===== src/include/charger_ctrl_pkg.sv =====
// Constants for the charger control register group
package charger_ctrl_pkg;
  // ****************************************
  // Register offsets
  // ****************************************
  localparam logic [7:0] ADDR_RESET_IDENTITY   = 8'h0B;
  localparam logic [7:0] ADDR_TEMP_PROFILE     = 8'h0C;
  localparam logic [7:0] ADDR_PULSE_DATALINE   = 8'h0D;
  localparam logic [7:0] ADDR_DETECT_STATUS    = 8'h0E;
  localparam logic [7:0] ADDR_FAULT_STATUS     = 8'h09;
  // ****************************************
  // Reset values
  // ****************************************
  localparam logic [7:0] TEMP_PROFILE_RESET    = 8'h75;
  localparam logic [7:0] PULSE_DATALINE_RESET  = 8'h01;
  // ****************************************
  // Field positions
  // ****************************************
  localparam int POS_REG_RESET       = 7;
  localparam int POS_PART_ID         = 3;
  localparam int POS_REVISION        = 0;
  localparam int POS_COOL_VCAP       = 7;
  localparam int POS_COOL_EN         = 6;
  localparam int POS_WARM_ISCALE     = 4;
  localparam int POS_COOL_THR        = 2;
  localparam int POS_WARM_THR        = 0;
  localparam int POS_PULSE_EN        = 7;
  localparam int POS_PULSE_UP        = 6;
  localparam int POS_PULSE_DN        = 5;
  localparam int POS_DPLUS           = 3;
  localparam int POS_DMINUS          = 1;
  localparam int POS_FREQ_TERM       = 0;
  localparam int POS_DETECT_DONE     = 7;
  localparam int POS_WDOG_FAULT      = 7;
  // ****************************************
  // Encodings and timing
  // ****************************************
  localparam logic [1:0] DRIVE_HIZ           = 2'h0;
  localparam logic [5:0] CHARGE_CODE_300MA   = 6'h05;
  localparam logic [3:0] TERM_SCALE          = 4'h6;
  // Pulse sequence length, in ns and derived clock cycles
  localparam int CLK_PERIOD_NS     = 10;
  localparam int PULSE_SEQ_NS      = 1000;
  localparam int PULSE_SEQ_CYCLES  = (PULSE_SEQ_NS + CLK_PERIOD_NS - 1) / CLK_PERIOD_NS;
endpackage


===== src/logic/pulse_sequencer.sv =====
// Current pulse sequence timer for the adapter voltage signalling
`timescale 1ns/10ps
`default_nettype none
module pulse_sequencer
  import charger_ctrl_pkg::*;
#(
  parameter int SEQ_CYCLES = PULSE_SEQ_CYCLES
) (
  input  wire logic clk,
  input  wire logic sys_rst,
  input  wire logic enable,
  input  wire logic request,
  output logic      busy,
  output logic      done
);
  typedef enum logic [0:0] {IDLE, RUN} seq_state_t;
  typedef struct packed {
    seq_state_t  state;
    logic [15:0] count;
    logic        done;
  } seq_t;

  seq_t cur;
  seq_t next_cur;

  always_comb begin
    next_cur      = cur;
    next_cur.done = 1'b0;
    unique case (cur.state)
      IDLE: begin
        // Request clears a cycle after done; do not start it twice
        if (request && enable && !cur.done) begin
          next_cur.state = RUN;
          next_cur.count = 16'h0000;
        end
      end
      RUN: begin
        // Dropping the enable aborts and releases the request
        if (!enable || cur.count == 16'(SEQ_CYCLES - 1)) begin
          next_cur.state = IDLE;
          next_cur.done  = 1'b1;
        end else begin
          next_cur.count = cur.count + 16'h0001;
        end
      end
    endcase
  end

  always_ff @(posedge clk) begin
    if (sys_rst) begin
      cur <= '{state: IDLE, count: 16'h0000, done: 1'b0};
    end else begin
      cur <= next_cur;
    end
  end

  assign busy = (cur.state == RUN);
  assign done = cur.done;
endmodule
`default_nettype wire


===== src/logic/charger_control_regs.sv =====
// Charger control, identification and signalling register group
//
// Behaviour
// Writing one to reset bit restores all writable defaults and restarts safety timer.
// Reset bit clears itself after the register reset completes.
// Writing zero to reset bit changes nothing; it reads zero by default.
// Cool voltage cap selects lower of 4.1V and programmed target in cool band.
// Cool band charge enable allows charging when one, inhibits when zero.
// Warm current field scales charge current 0/20/50/100 percent, default 100.
// Warm band charging never doubles the safety timer.
// Cool threshold field selects one of four ratios, default code 01.
// Warm threshold field selects one of four ratios, default code 01.
// Pulse enable gates up and down pulse sequences; default zero.
// Up/down request bits set only while pulse enable already set.
// Request bit clears itself when its pulse sequence completes.
// D+ drive field selects hiz, 0V, 0.6V or 3.3V, default hiz.
// D- drive field selects hiz, 0V, 0.6V or 3.3V, default hiz.
// Input plug-in forces D+/D- fields to default until detection done.
// Shared bit selects boost frequency 500kHz at zero, 1.5MHz at one.
// Shared bit zero scales termination code by six when charge current exceeds 300mA; the code scales only while boost_mode is low.
// Detection done flag rises when input detection finishes.
// Watchdog fault bit reads one after the host watchdog expired.
// Profile, pulse, drive and shared fields default on reset or watchdog expiry.
// Part and revision fields are constants, immune to writes and reset.
`timescale 1ns/10ps
`default_nettype none
module charger_control_regs
  import charger_ctrl_pkg::*;
#(
  parameter logic [3:0] PART_ID     = 4'h5, // Arbitrary value
  parameter logic [1:0] REVISION    = 2'h2, // Arbitrary value
  parameter int         SEQ_CYCLES  = PULSE_SEQ_CYCLES
) (
  input  wire logic       clk,
  input  wire logic       sys_rst,
  // Register port
  input  wire logic       reg_wr,
  input  wire logic       reg_rd,
  input  wire logic [7:0] reg_addr,
  input  wire logic [7:0] reg_wdata,
  output logic      [7:0] reg_rdata,
  // Charger core status and settings
  input  wire logic       watchdog_expired,
  input  wire logic       input_plugged,
  input  wire logic       detection_finished,
  input  wire logic       boost_mode,
  input  wire logic [5:0] charge_current_code,
  input  wire logic [3:0] termination_current_code,
  // Control outputs
  output logic            safety_timer_restart,
  output logic            cool_band_voltage_cap,
  output logic            cool_band_charge_enable,
  output logic      [1:0] warm_band_current_scale,
  output logic            warm_timer_double_allow,
  output logic      [1:0] cool_threshold_select,
  output logic      [1:0] warm_threshold_select,
  output logic            pulse_up_active,
  output logic            pulse_down_active,
  output logic      [1:0] dplus_drive_level,
  output logic      [1:0] dminus_drive_level,
  output logic            boost_freq_high,
  output logic      [7:0] effective_termination_code
);
  // ****************************************
  // State
  // ****************************************
  typedef struct packed {
    logic       reset_busy;
    logic [7:0] temp_profile;
    logic [7:0] pulse_dataline;
    logic       dataline_locked;
    logic       plugged_prev;
    logic       detection_complete_flag;
    logic       watchdog_fault;
    logic [7:0] rdata;
    logic       timer_restart;
    logic       cool_vcap;
    logic       cool_en;
    logic [1:0] warm_scale;
    logic [1:0] cool_thr;
    logic [1:0] warm_thr;
    logic       up_active;
    logic       dn_active;
    logic [1:0] dplus;
    logic [1:0] dminus;
    logic       freq_high;
    logic [7:0] term_code;
  } regs_t;

  regs_t cur;
  regs_t next_cur;

  logic up_busy;
  logic up_done;
  logic dn_busy;
  logic dn_done;

  // ****************************************
  // Pulse sequencers
  // ****************************************
  pulse_sequencer #(.SEQ_CYCLES(SEQ_CYCLES)) u_seq_up (
    .clk     (clk),
    .sys_rst (sys_rst),
    .enable  (cur.pulse_dataline[POS_PULSE_EN]),
    .request (cur.pulse_dataline[POS_PULSE_UP]),
    .busy    (up_busy),
    .done    (up_done)
  );

  pulse_sequencer #(.SEQ_CYCLES(SEQ_CYCLES)) u_seq_dn (
    .clk     (clk),
    .sys_rst (sys_rst),
    .enable  (cur.pulse_dataline[POS_PULSE_EN]),
    .request (cur.pulse_dataline[POS_PULSE_DN]),
    .busy    (dn_busy),
    .done    (dn_done)
  );

  // ****************************************
  // Next state
  // ****************************************
  always_comb begin
    logic [7:0] wv;
    logic       pulse_on;
    wv                = reg_wdata;
    pulse_on          = cur.pulse_dataline[POS_PULSE_EN];
    next_cur          = cur;
    next_cur.reset_busy    = 1'b0;
    next_cur.timer_restart = 1'b0;

    // Host writes
    if (reg_wr) begin
      unique case (reg_addr)
        ADDR_RESET_IDENTITY: begin
          if (wv[POS_REG_RESET]) begin
            next_cur.reset_busy    = 1'b1;
          end
        end
        ADDR_TEMP_PROFILE: begin
          next_cur.temp_profile = wv;
        end
        ADDR_PULSE_DATALINE: begin
          next_cur.pulse_dataline = wv;
          // Requests latch only if enable was already set
          next_cur.pulse_dataline[POS_PULSE_UP] = (wv[POS_PULSE_UP] && pulse_on)
                                                  || cur.pulse_dataline[POS_PULSE_UP];
          next_cur.pulse_dataline[POS_PULSE_DN] = (wv[POS_PULSE_DN] && pulse_on)
                                                  || cur.pulse_dataline[POS_PULSE_DN];
          if (cur.dataline_locked) begin
            next_cur.pulse_dataline[POS_DPLUS +: 2]  = DRIVE_HIZ;
            next_cur.pulse_dataline[POS_DMINUS +: 2] = DRIVE_HIZ;
          end
        end
        default: begin
        end
      endcase
    end

    // Sequence completion clears the request
    if (up_done) begin
      next_cur.pulse_dataline[POS_PULSE_UP] = 1'b0;
    end
    if (dn_done) begin
      next_cur.pulse_dataline[POS_PULSE_DN] = 1'b0;
    end

    // Plug-in forces drive defaults and holds them until detection ends
    // Edge, not level: a source left plugged must not re-lock after detection
    if (input_plugged && !cur.plugged_prev && !detection_finished) begin
      next_cur.dataline_locked = 1'b1;
    end
    next_cur.plugged_prev = input_plugged;
    if (cur.dataline_locked) begin
      next_cur.pulse_dataline[POS_DPLUS +: 2]  = DRIVE_HIZ;
      next_cur.pulse_dataline[POS_DMINUS +: 2] = DRIVE_HIZ;
      if (detection_finished) begin
        next_cur.dataline_locked = 1'b0;
      end
    end

    // Detection flag: set wins; a new plug-in rearms it
    if (detection_finished) begin
      next_cur.detection_complete_flag = 1'b1;
    end else if (input_plugged && !cur.plugged_prev) begin
      next_cur.detection_complete_flag = 1'b0;
    end
    if (!input_plugged && !detection_finished) begin
      next_cur.detection_complete_flag = 1'b0;
    end

    // Watchdog fault is sticky until read, set wins over the read clear
    if (reg_rd && reg_addr == ADDR_FAULT_STATUS) begin
      next_cur.watchdog_fault = 1'b0;
    end
    if (watchdog_expired) begin
      next_cur.watchdog_fault = 1'b1;
    end

    // Global reset or watchdog expiry restore defaults
    if (cur.reset_busy || watchdog_expired) begin
      next_cur.temp_profile   = TEMP_PROFILE_RESET;
      next_cur.pulse_dataline = PULSE_DATALINE_RESET;
    end
    if (cur.reset_busy) begin
      next_cur.timer_restart  = 1'b1;
    end

    // Read data
    unique case (reg_addr)
      ADDR_RESET_IDENTITY: begin
        // Reset bit reads zero once the reset completes
        next_cur.rdata = {1'b0, PART_ID, 1'b0, REVISION};
      end
      ADDR_TEMP_PROFILE:   next_cur.rdata = cur.temp_profile;
      ADDR_PULSE_DATALINE: next_cur.rdata = cur.pulse_dataline;
      ADDR_DETECT_STATUS:  next_cur.rdata = {cur.detection_complete_flag, 7'h00};
      ADDR_FAULT_STATUS:   next_cur.rdata = {cur.watchdog_fault, 7'h00};
      default:             next_cur.rdata = 8'h00;
    endcase

    // Decoded controls
    next_cur.cool_vcap  = cur.temp_profile[POS_COOL_VCAP];
    next_cur.cool_en    = cur.temp_profile[POS_COOL_EN];
    next_cur.warm_scale = cur.temp_profile[POS_WARM_ISCALE +: 2];
    next_cur.cool_thr   = cur.temp_profile[POS_COOL_THR +: 2];
    next_cur.warm_thr   = cur.temp_profile[POS_WARM_THR +: 2];
    next_cur.up_active  = up_busy && pulse_on;
    next_cur.dn_active  = dn_busy && pulse_on;
    next_cur.dplus      = cur.pulse_dataline[POS_DPLUS +: 2];
    next_cur.dminus     = cur.pulse_dataline[POS_DMINUS +: 2];
    next_cur.freq_high  = cur.pulse_dataline[POS_FREQ_TERM];
    if (!boost_mode && !cur.pulse_dataline[POS_FREQ_TERM]
        && charge_current_code > CHARGE_CODE_300MA) begin
      next_cur.term_code = {4'h0, termination_current_code} * {4'h0, TERM_SCALE};
    end else begin
      next_cur.term_code = {4'h0, termination_current_code};
    end
  end

  always_ff @(posedge clk) begin
    if (sys_rst) begin
      cur                <= '0;
      cur.temp_profile   <= TEMP_PROFILE_RESET;
      cur.pulse_dataline <= PULSE_DATALINE_RESET;
      cur.cool_en        <= 1'b1;
      cur.warm_scale     <= 2'h3;
      cur.cool_thr       <= 2'h1;
      cur.warm_thr       <= 2'h1;
      cur.freq_high      <= 1'b1;
    end else begin
      cur <= next_cur;
    end
  end

  // ****************************************
  // Outputs
  // ****************************************
  assign reg_rdata                  = cur.rdata;
  assign safety_timer_restart       = cur.timer_restart;
  assign cool_band_voltage_cap      = cur.cool_vcap;
  assign cool_band_charge_enable    = cur.cool_en;
  assign warm_band_current_scale    = cur.warm_scale;
  assign warm_timer_double_allow    = 1'b0;
  assign cool_threshold_select      = cur.cool_thr;
  assign warm_threshold_select      = cur.warm_thr;
  assign pulse_up_active            = cur.up_active;
  assign pulse_down_active          = cur.dn_active;
  assign dplus_drive_level          = cur.dplus;
  assign dminus_drive_level         = cur.dminus;
  assign boost_freq_high            = cur.freq_high;
  assign effective_termination_code = cur.term_code;
endmodule
`default_nettype wire


===== config.mk =====
export PLATFORM = sky130hd
export DESIGN_NAME = charger_control_regs
export DESIGN_NICKNAME = d
export VERILOG_FILES = /design/src/include/charger_ctrl_pkg.sv /design/src/logic/pulse_sequencer.sv /design/src/logic/charger_control_regs.sv
export SDC_FILE = /design/constraint.sdc
export NUM_CORES = 1
export LEC_CHECK = 0
export ABC_AREA = 1
export BUFFER_PORTS_ARGS = -buffer_cell sky130_fd_sc_hd__buf_4
export CAP_MARGIN = 40
export CORE_AREA = 10 10 114 116
export DETAILED_ROUTE_END_ITERATION = 7
export DIE_AREA = 0 0 124 126
export HOLD_SLACK_MARGIN = 0.05
export RECOVER_POWER = 100
export SETUP_SLACK_MARGIN = 0.2
export SLEW_MARGIN = 10
export SYNTH_ARGS = -nofsm -noshare
export SYNTH_HDL_FRONTEND = slang
export SYNTH_SLANG_ARGS = --single-unit

===== constraint.sdc =====
create_clock -name clk -period 1.35 [get_ports clk]
set_clock_uncertainty 0.15 [all_clocks]
set_input_delay 0.2025 -clock clk [delete_from_list [all_inputs] [get_ports clk]]
set_output_delay 0.2025 -clock clk [all_outputs]
set_load 0.05 [all_outputs]

Word level (Yosys, flattened, before mapping). Cells that the tools add are included.

Output and inout port bits: 33. Input port bits: 34. Flip-flop bits (word level): 89. Logic and storage cells: 116.

Add/subtract/negate cells: 2. $mul: 1. Magnitude comparators: 1. Eq/ne operators: 11. Multiplexer cells: 22. Reduce and logical (&&, ||, !) cells: 43. Bitwise operators: 5.

Operator list (count): $pmux W17 S2 (2); $eq A8 B4 Y1 const B (5); $pmux W8 S5 (1); $mux W17 (2); $add A16 B1 Y16 const B (2); $eq A16 B7 Y1 const B (2); $mux W16 (2); $logic_and A1 B1 Y1 (14); $mux W1 (13); $reduce_or A2 Y1 (6); $reduce_or A3 Y1 (4); $logic_not A1 Y1 (8); $mux W4 (2); $reduce_and A2 Y1 (4); $gt A6 B3 Y1 const B (1); $mul A4 B2 Y6 const B (1); $logic_or A1 B1 Y1 (5); $not A1 Y1 (5); $ne A2 B1 Y1 const B (2); $ne A2 B2 Y1 const B (2); $reduce_bool A2 Y1 (2).

Depth between registers and ports, before layout.
Depth in word-level cells: 6. Mapped depth: 11. Mapped depth without buffers: 10.

Cells and area by module. Synthesis repeated with hierarchy kept, for this count alone.

Cell total of the unflattened synthesis: 639. Area total of the unflattened synthesis: 4541.9 um^2.

Modules (own cells, without submodules): pulse_sequencer (area each 1149.9 um^2, sequential area each 360.3 um^2, times used 2, cells an instance 181); charger_control_regs (area each 2242.2 um^2, sequential area each 1041.0 um^2, times used 1, cells an instance 277).

Worst setup path before layout. No wires, ideal clock.

Path kind: register to register. Start point: register u_seq_up.cur[1] (netlist name). End point: register u_seq_up.cur[11] (netlist name). Stages on the path, launching flop included: 9. Setup time: 116 ps. Path buffers: 0. Required time: 1084 ps. Data arrival time: 1252 ps. Clock period less this slack: 1518 ps. Setup slack: -168 ps. Cell sequence: dfxtp_1 > ha_1 > nand3_1 > nor2_4 > nand4_1 > nand2_1 > inv_1 > o21ai_0 > nand2_1.

Longest elaborated chain between the ends: 4. Elaborated cells between the ends (all ways): 7. Those cells by class: add/sub: 1; eq/ne: 2; mux: 2; reduce/logical: 2.

Ends and longest elaborated chain: start, declared (RTL line pulse_sequencer.sv:23) `seq_t cur;`; start signal, assigned (RTL line pulse_sequencer.sv:51) `cur <= '{state: IDLE, count: 16'h0000, done: 1'b0};`; start signal, assigned (RTL line pulse_sequencer.sv:53) `cur <= next_cur;`; branches (longest 4 deep; another with $add A16 B1 Y16).

Several ways; the timed one is not identified. The select of a mux whose other input is x is not followed. A chain may end at the register's enable or synchronous reset.

Worst setup path in the final report.
Start point: register u_seq_dn.cur[1] (netlist name). End point: register u_seq_dn.cur[10] (netlist name).

Longest elaborated chain between the ends: 4. Elaborated cells between the ends (all ways): 7. Those cells by class: add/sub: 1; eq/ne: 2; mux: 2; reduce/logical: 2.

Ends and longest elaborated chain (RTL line): start, declared (pulse_sequencer.sv:23); start signal, assigned (pulse_sequencer.sv:51); start signal, assigned (pulse_sequencer.sv:53); branches (longest 4 deep; another with $add A16 B1 Y16).

Several ways; the timed one is not identified. The select of a mux whose other input is x is not followed.

==> run_summary.xml <==
<?xml version="1.0" encoding="UTF-8"?>
<metrics>
  <group name="layout">
    <metric name="drive_gt1_share" unit="%">47.03</metric>
    <metric name="final_design_area_no_fill" unit="sq um">6439</metric>
    <metric name="area_growth_syn_to_layout" unit="%">52.75</metric>
    <metric name="finalNetCount" unit="">794</metric>
    <metric name="finish.cell_count_without_fillers" unit="">897</metric>
    <metric name="antenna_diode_count" unit="">0</metric>
    <metric name="final_core_util" unit="%">60.19</metric>
  </group>
  <group name="floorplanning">
    <metric name="die_height" unit="microns">126</metric>
    <metric name="fp.coreArea" unit="sq um">10700</metric>
    <metric name="top_ports" unit="">67</metric>
    <metric name="design.die.area" unit="sq um">15620</metric>
    <metric name="dieWidth" unit="microns">124</metric>
    <metric name="placementRows" unit="">38</metric>
    <metric name="initial_core_util" unit="%">39.40</metric>
  </group>
  <group name="placed_design">
    <metric name="placement_cell_area" unit="sq um">5455</metric>
    <metric name="dpl.cell_count" unit="">841</metric>
    <metric name="io_buffers" unit="">63</metric>
    <metric name="routabilityCongestion" unit="">0.8590</metric>
    <metric name="preCtsSetupSlack" unit="ns">-0.2189</metric>
    <metric name="hpwlAfterDp" unit="mm">8.383</metric>
  </group>
  <group name="timing">
    <metric name="finalCritPeriodShare" unit="%">118.6</metric>
    <metric name="max_clock_freq" unit="GHz">0.6247</metric>
    <metric name="grt_setup_unrepaired" unit="">true</metric>
    <metric name="setup_ws" unit="ns">-0.2507</metric>
    <metric name="slew_viol_final" unit="">0</metric>
    <metric name="finalSetupViolations" unit="">36</metric>
    <metric name="final_hold_viol_count" unit="">0</metric>
    <metric name="min_period" unit="ns">1.601</metric>
  </group>
  <group name="min_path">
    <metric name="worstHoldPathCells" unit="">4</metric>
    <metric name="hold-path-endpoint" unit="">reg_rdata[7]</metric>
    <metric name="min_delay_src" unit="">reg_addr[2]</metric>
    <metric name="hp-class" unit="">in2reg</metric>
  </group>
  <group name="clock_network">
    <metric name="clk_root_buffer_cell" unit="">sky130_fd_sc_hd__clkbuf_8</metric>
    <metric name="cts_buffers" unit="">9</metric>
    <metric name="cts_max_level" unit="">3</metric>
    <metric name="insertion_delay" unit="ns">0.37</metric>
    <metric name="clk_pin_slew" unit="ns">0.09</metric>
    <metric name="cts.path.max_buffers" unit="">2</metric>
    <metric name="tritoncts" unit="">built</metric>
    <metric name="cts.sinks" unit="">88</metric>
    <metric name="cts.hold.buffers_added" unit="">16</metric>
  </group>
  <group name="yosys">
    <metric name="number_of_flip_flops_and_latches_in_the_synthesized_netlist" unit="">88</metric>
    <metric name="synth_top_cells_by_area" unit="">sky130_fd_sc_hd__dfxtp_1 42%, sky130_fd_sc_hd__nand2_1 14%, sky130_fd_sc_hd__nor2_1 7.0%</metric>
    <metric name="post-synth-top-area-cell" unit="">sky130_fd_sc_hd__dfxtp_1</metric>
    <metric name="netlist_area" unit="sq um">4215</metric>
    <metric name="ys_seq_area_share" unit="%">41.79</metric>
    <metric name="yosysUniqueCellTypes" unit="">36</metric>
    <metric name="synth_top_cell_area_share" unit="%">41.79</metric>
    <metric name="synth_area_per_inst" unit="sq um">7.181</metric>
    <metric name="postSynthCellCount" unit="">587</metric>
    <metric name="synth_warnings" unit="">0</metric>
  </group>
  <group name="pwr">
    <metric name="p_leak" unit="nW">2.838</metric>
    <metric name="vdd_ir_drop_max" unit="V">0.0004242</metric>
    <metric name="swShare" unit="%">26.92</metric>
    <metric name="share_clk_of_total_power" unit="%">37.2</metric>
    <metric name="share_seq_of_total_power" unit="%">54.5</metric>
    <metric name="power_density" unit="nW/um^2">742.9</metric>
    <metric name="p_switching" unit="mW">1.288</metric>
    <metric name="p_total" unit="mW">4.783</metric>
    <metric name="combinationalPowerShare" unit="%">8.3</metric>
    <metric name="cell_internal_pwr" unit="mW">3.495</metric>
  </group>
  <group name="worst_setup_path">
    <metric name="largest_stage_delay_worst_path" unit="ns">0.37</metric>
    <metric name="critical_path.reg2reg.startpoint" unit="">u_seq_dn.cur[1]</metric>
    <metric name="startpoint_class_of_the_critical_path" unit="">register</metric>
    <metric name="path_delay_family" unit="">simple AND/OR/NAND/NOR gates</metric>
    <metric name="worst-path-max-fanout" unit="">5</metric>
    <metric name="crit_cells" unit="">10</metric>
    <metric name="critical_path.n_buffers_inverters" unit="">1</metric>
    <metric name="cp-end-kind" unit="">register</metric>
    <metric name="ff2ff_setup_slack" unit="ns">-0.25</metric>
    <metric name="worstReg2RegEnd" unit="">u_seq_dn.cur[10]</metric>
    <metric name="standard_cell_with_the_maximum_stage_delay_on_the_critical_path" unit="">sky130_fd_sc_hd__dfxtp_2</metric>
    <metric name="timing_worst_setup_path_type" unit="">reg2reg</metric>
    <metric name="required" unit="ns">1.51</metric>
    <metric name="list_of_cells_traversed_by_the_critical_path" unit="">ha_4, nand2_2, nor2_2, nand2_2, nand3_4, nand2_4, nor2_4, clkbuf_16, nand2_1, nand2_1</metric>
    <metric name="worstRegToRegCells" unit="">10</metric>
    <metric name="crit_arrival" unit="ns">1.76</metric>
  </group>
  <group name="global_routing">
    <metric name="global_route_wire_length_before_repair" unit="mm">18.67</metric>
    <metric name="first_global_vias" unit="">4080</metric>
    <metric name="antenna_found_initial" unit="">0</metric>
    <metric name="globalRouteOverflowTotal" unit="">0</metric>
    <metric name="grt.total_usage" unit="%">14.38</metric>
    <metric name="grt_start_max_net_pins" unit="">21</metric>
  </group>
  <group name="route">
    <metric name="detail_route.first_pass.iterations" unit="">5</metric>
    <metric name="drt.antenna.violating_nets" unit="">0</metric>
    <metric name="total_routed_wirelength" unit="mm">12.18</metric>
    <metric name="post_drt_via_cell_ratio" unit="">4.746</metric>
    <metric name="drt_iter0_markers" unit="">329</metric>
    <metric name="drc" unit="">0</metric>
    <metric name="num_vias" unit="">4257</metric>
    <metric name="dr_wl_cell" unit="microns">13.58</metric>
  </group>
  <group name="outcome">
    <metric name="failed_checks" unit="">negative setup slack</metric>
    <metric name="run_status" unit="">finished, violations left</metric>
  </group>
  <group name="run">
    <metric name="drv_cap" unit="">0</metric>
  </group>
</metrics>
-- state kept, by name, indices dropped and copies added (netlist names), 2 cells and up --
| name | flops |
|---|---|
| cool_threshold_select | 2 |
| cur | 21 |
| dminus_drive_level | 2 |
| dplus_drive_level | 2 |
| effective_termination_code | 7 |
| reg_rdata | 8 |
| u_seq_dn.cur | 16 |
| u_seq_up.cur | 16 |
| warm_band_current_scale | 2 |
| warm_threshold_select | 2 |
-- power by group through the flow --
stage	combinational, mW	sequential, mW	clock (mW)
3_3_place_gp	0.319	2.67	0
3_5_place_dp	0.327	2.67	0
2_1_floorplan	0.177	2.67	0
4_1_cts	0.378	2.61	1.81
6_report	0.397	2.61	1.78
5_1_grt	0.431	2.61	1.90
-- area by class of cell --
cell class | count | area [sq um]
repair buffers | 188 | 1553
well taps | 140 | 175.2
multi-input cells | 400 | 2454
clock buffers | 9 | 123.9
fillers | 952 | 4259
flip-flops and latches | 88 | 1826
clock inverters | 7 | 61.31
inverters | 65 | 246.5
-- logic make-up after synthesis --
kind of cell,count (synthesis),synth area share (%)
AND/OR/NAND/NOR,315,32.86
flip-flops,88,41.79
XOR/XNOR,14,2.909
buffers and inverters,101,11.84
other,1,0.08896
adder cells (fa/ha/maj),8,2.553
AO/OA/AOI/OAI,60,7.955
-- per-layer routing --
| metal | part of all wire (%) | track usage (%) | wire, microns | vias up |
|---|---|---|---|---|
| met2 | 49 | 24.98 | 6016 | 109 |
| met4 | 1.9 | 4.743 | 230 | 0 |
| met5 | 0 | 0 | 0 | - |
| li1 | - | - | - | 2166 |
| met1 | 43 | 17.21 | 5297 | 1965 |
| met3 | 5.2 | 2.726 | 633 | 17 |
-- Yosys cell counts --
master                     number
sky130_fd_sc_hd__nand3b_1       2
sky130_fd_sc_hd__nor4_1         1
sky130_fd_sc_hd__inv_1         62
sky130_fd_sc_hd__or2_2          3
sky130_fd_sc_hd__nand3_4        2
sky130_fd_sc_hd__nand3_1       36
sky130_fd_sc_hd__o22ai_1        2
sky130_fd_sc_hd__conb_1         1
sky130_fd_sc_hd__dfxtp_1       88
sky130_fd_sc_hd__o21ai_0       11
sky130_fd_sc_hd__nor2_8         1
sky130_fd_sc_hd__buf_4         27
sky130_fd_sc_hd__clkinv_2       1
sky130_fd_sc_hd__xor2_1         8
sky130_fd_sc_hd__and3_1         1
sky130_fd_sc_hd__xnor2_1        6
sky130_fd_sc_hd__nor3_1         8
sky130_fd_sc_hd__clkinv_1       1
sky130_fd_sc_hd__a21oi_1       35
sky130_fd_sc_hd__fa_1           1
sky130_fd_sc_hd__o21bai_1       2
sky130_fd_sc_hd__nand4_1        8
sky130_fd_sc_hd__nor2_4         2
sky130_fd_sc_hd__nor2_1        79
sky130_fd_sc_hd__inv_2          1
sky130_fd_sc_hd__nor2_2         2
sky130_fd_sc_hd__buf_2          8
sky130_fd_sc_hd__a32o_1         1
sky130_fd_sc_hd__nand2_4        2
sky130_fd_sc_hd__nor3b_1        2
sky130_fd_sc_hd__buf_6          1
sky130_fd_sc_hd__ha_1           7
sky130_fd_sc_hd__nand2_1      160
sky130_fd_sc_hd__o211ai_1       9
sky130_fd_sc_hd__nand2_2        5
sky130_fd_sc_hd__nand4_2        1
-- cells in the final DEF, fill, tap and decap left out, drive strengths merged --
| master | count |
|---|---|
| a32o | 1 |
| o21ai | 11 |
| nor2 | 84 |
| nand2 | 168 |
| buf | 134 |
| inv | 66 |
| a21oi | 35 |
| xor2 | 8 |
| o21bai | 2 |
| xnor2 | 6 |
| fa | 1 |
| and3 | 1 |
| nand3 | 38 |
| clkinvlp | 2 |
| nand4 | 9 |
| nand3b | 2 |
| clkbuf | 47 |
| dlymetal6s4s | 1 |
| conb | 2 |
| nor3 | 8 |
| dfxtp | 88 |
| o22ai | 2 |
| nor4 | 1 |
| dlygate4sd3 | 15 |
| nor3b | 2 |
| clkinv | 4 |
| ha | 7 |
| o211ai | 9 |
| or2 | 3 |
-- worst max-delay path by stage --
stage,from,to,slack (ns)
after floorplan,u_seq_dn.cur[2],u_seq_dn.cur[2],-0.09
after global placement,u_seq_up.cur[2],u_seq_up.cur[11],-0.18
after detailed placement,u_seq_up.cur[2],u_seq_up.cur[16],-0.22
after CTS,u_seq_up.cur[1],u_seq_up.cur[12],-0.19
after global routing,u_seq_dn.cur[1],u_seq_dn.cur[10],-0.31
final,u_seq_dn.cur[1],u_seq_dn.cur[10],-0.25
-- through the flow --
stage	hold WS [ns]	TNS, ns
after CTS	0.01662	-4.531
after floorplan	0.1318	-1.823
after global placement	0.2315	-4.703
final	0.02540	-6.127
after detailed placement	0.2386	-5.652
after global routing	0.03369	-9.931
-- repair_timing --
item,4_1_cts,5_1_grt
cloned,1,2
pin swaps,28,46
resized for setup,134,88
setup endpoints to repair,76,82
buffers inserted,11,10
hold endpoints to repair,26,1
-- tightest hold or removal path: cells and delay by family --
family | cells | cell delay, ns
buffers and inverters | 1 | 0.09
AOI/OAI and AO/OA | 1 | 0.07
and+or+nand+nor | 2 | 0.14
Power figures use the tool's default switching activity.
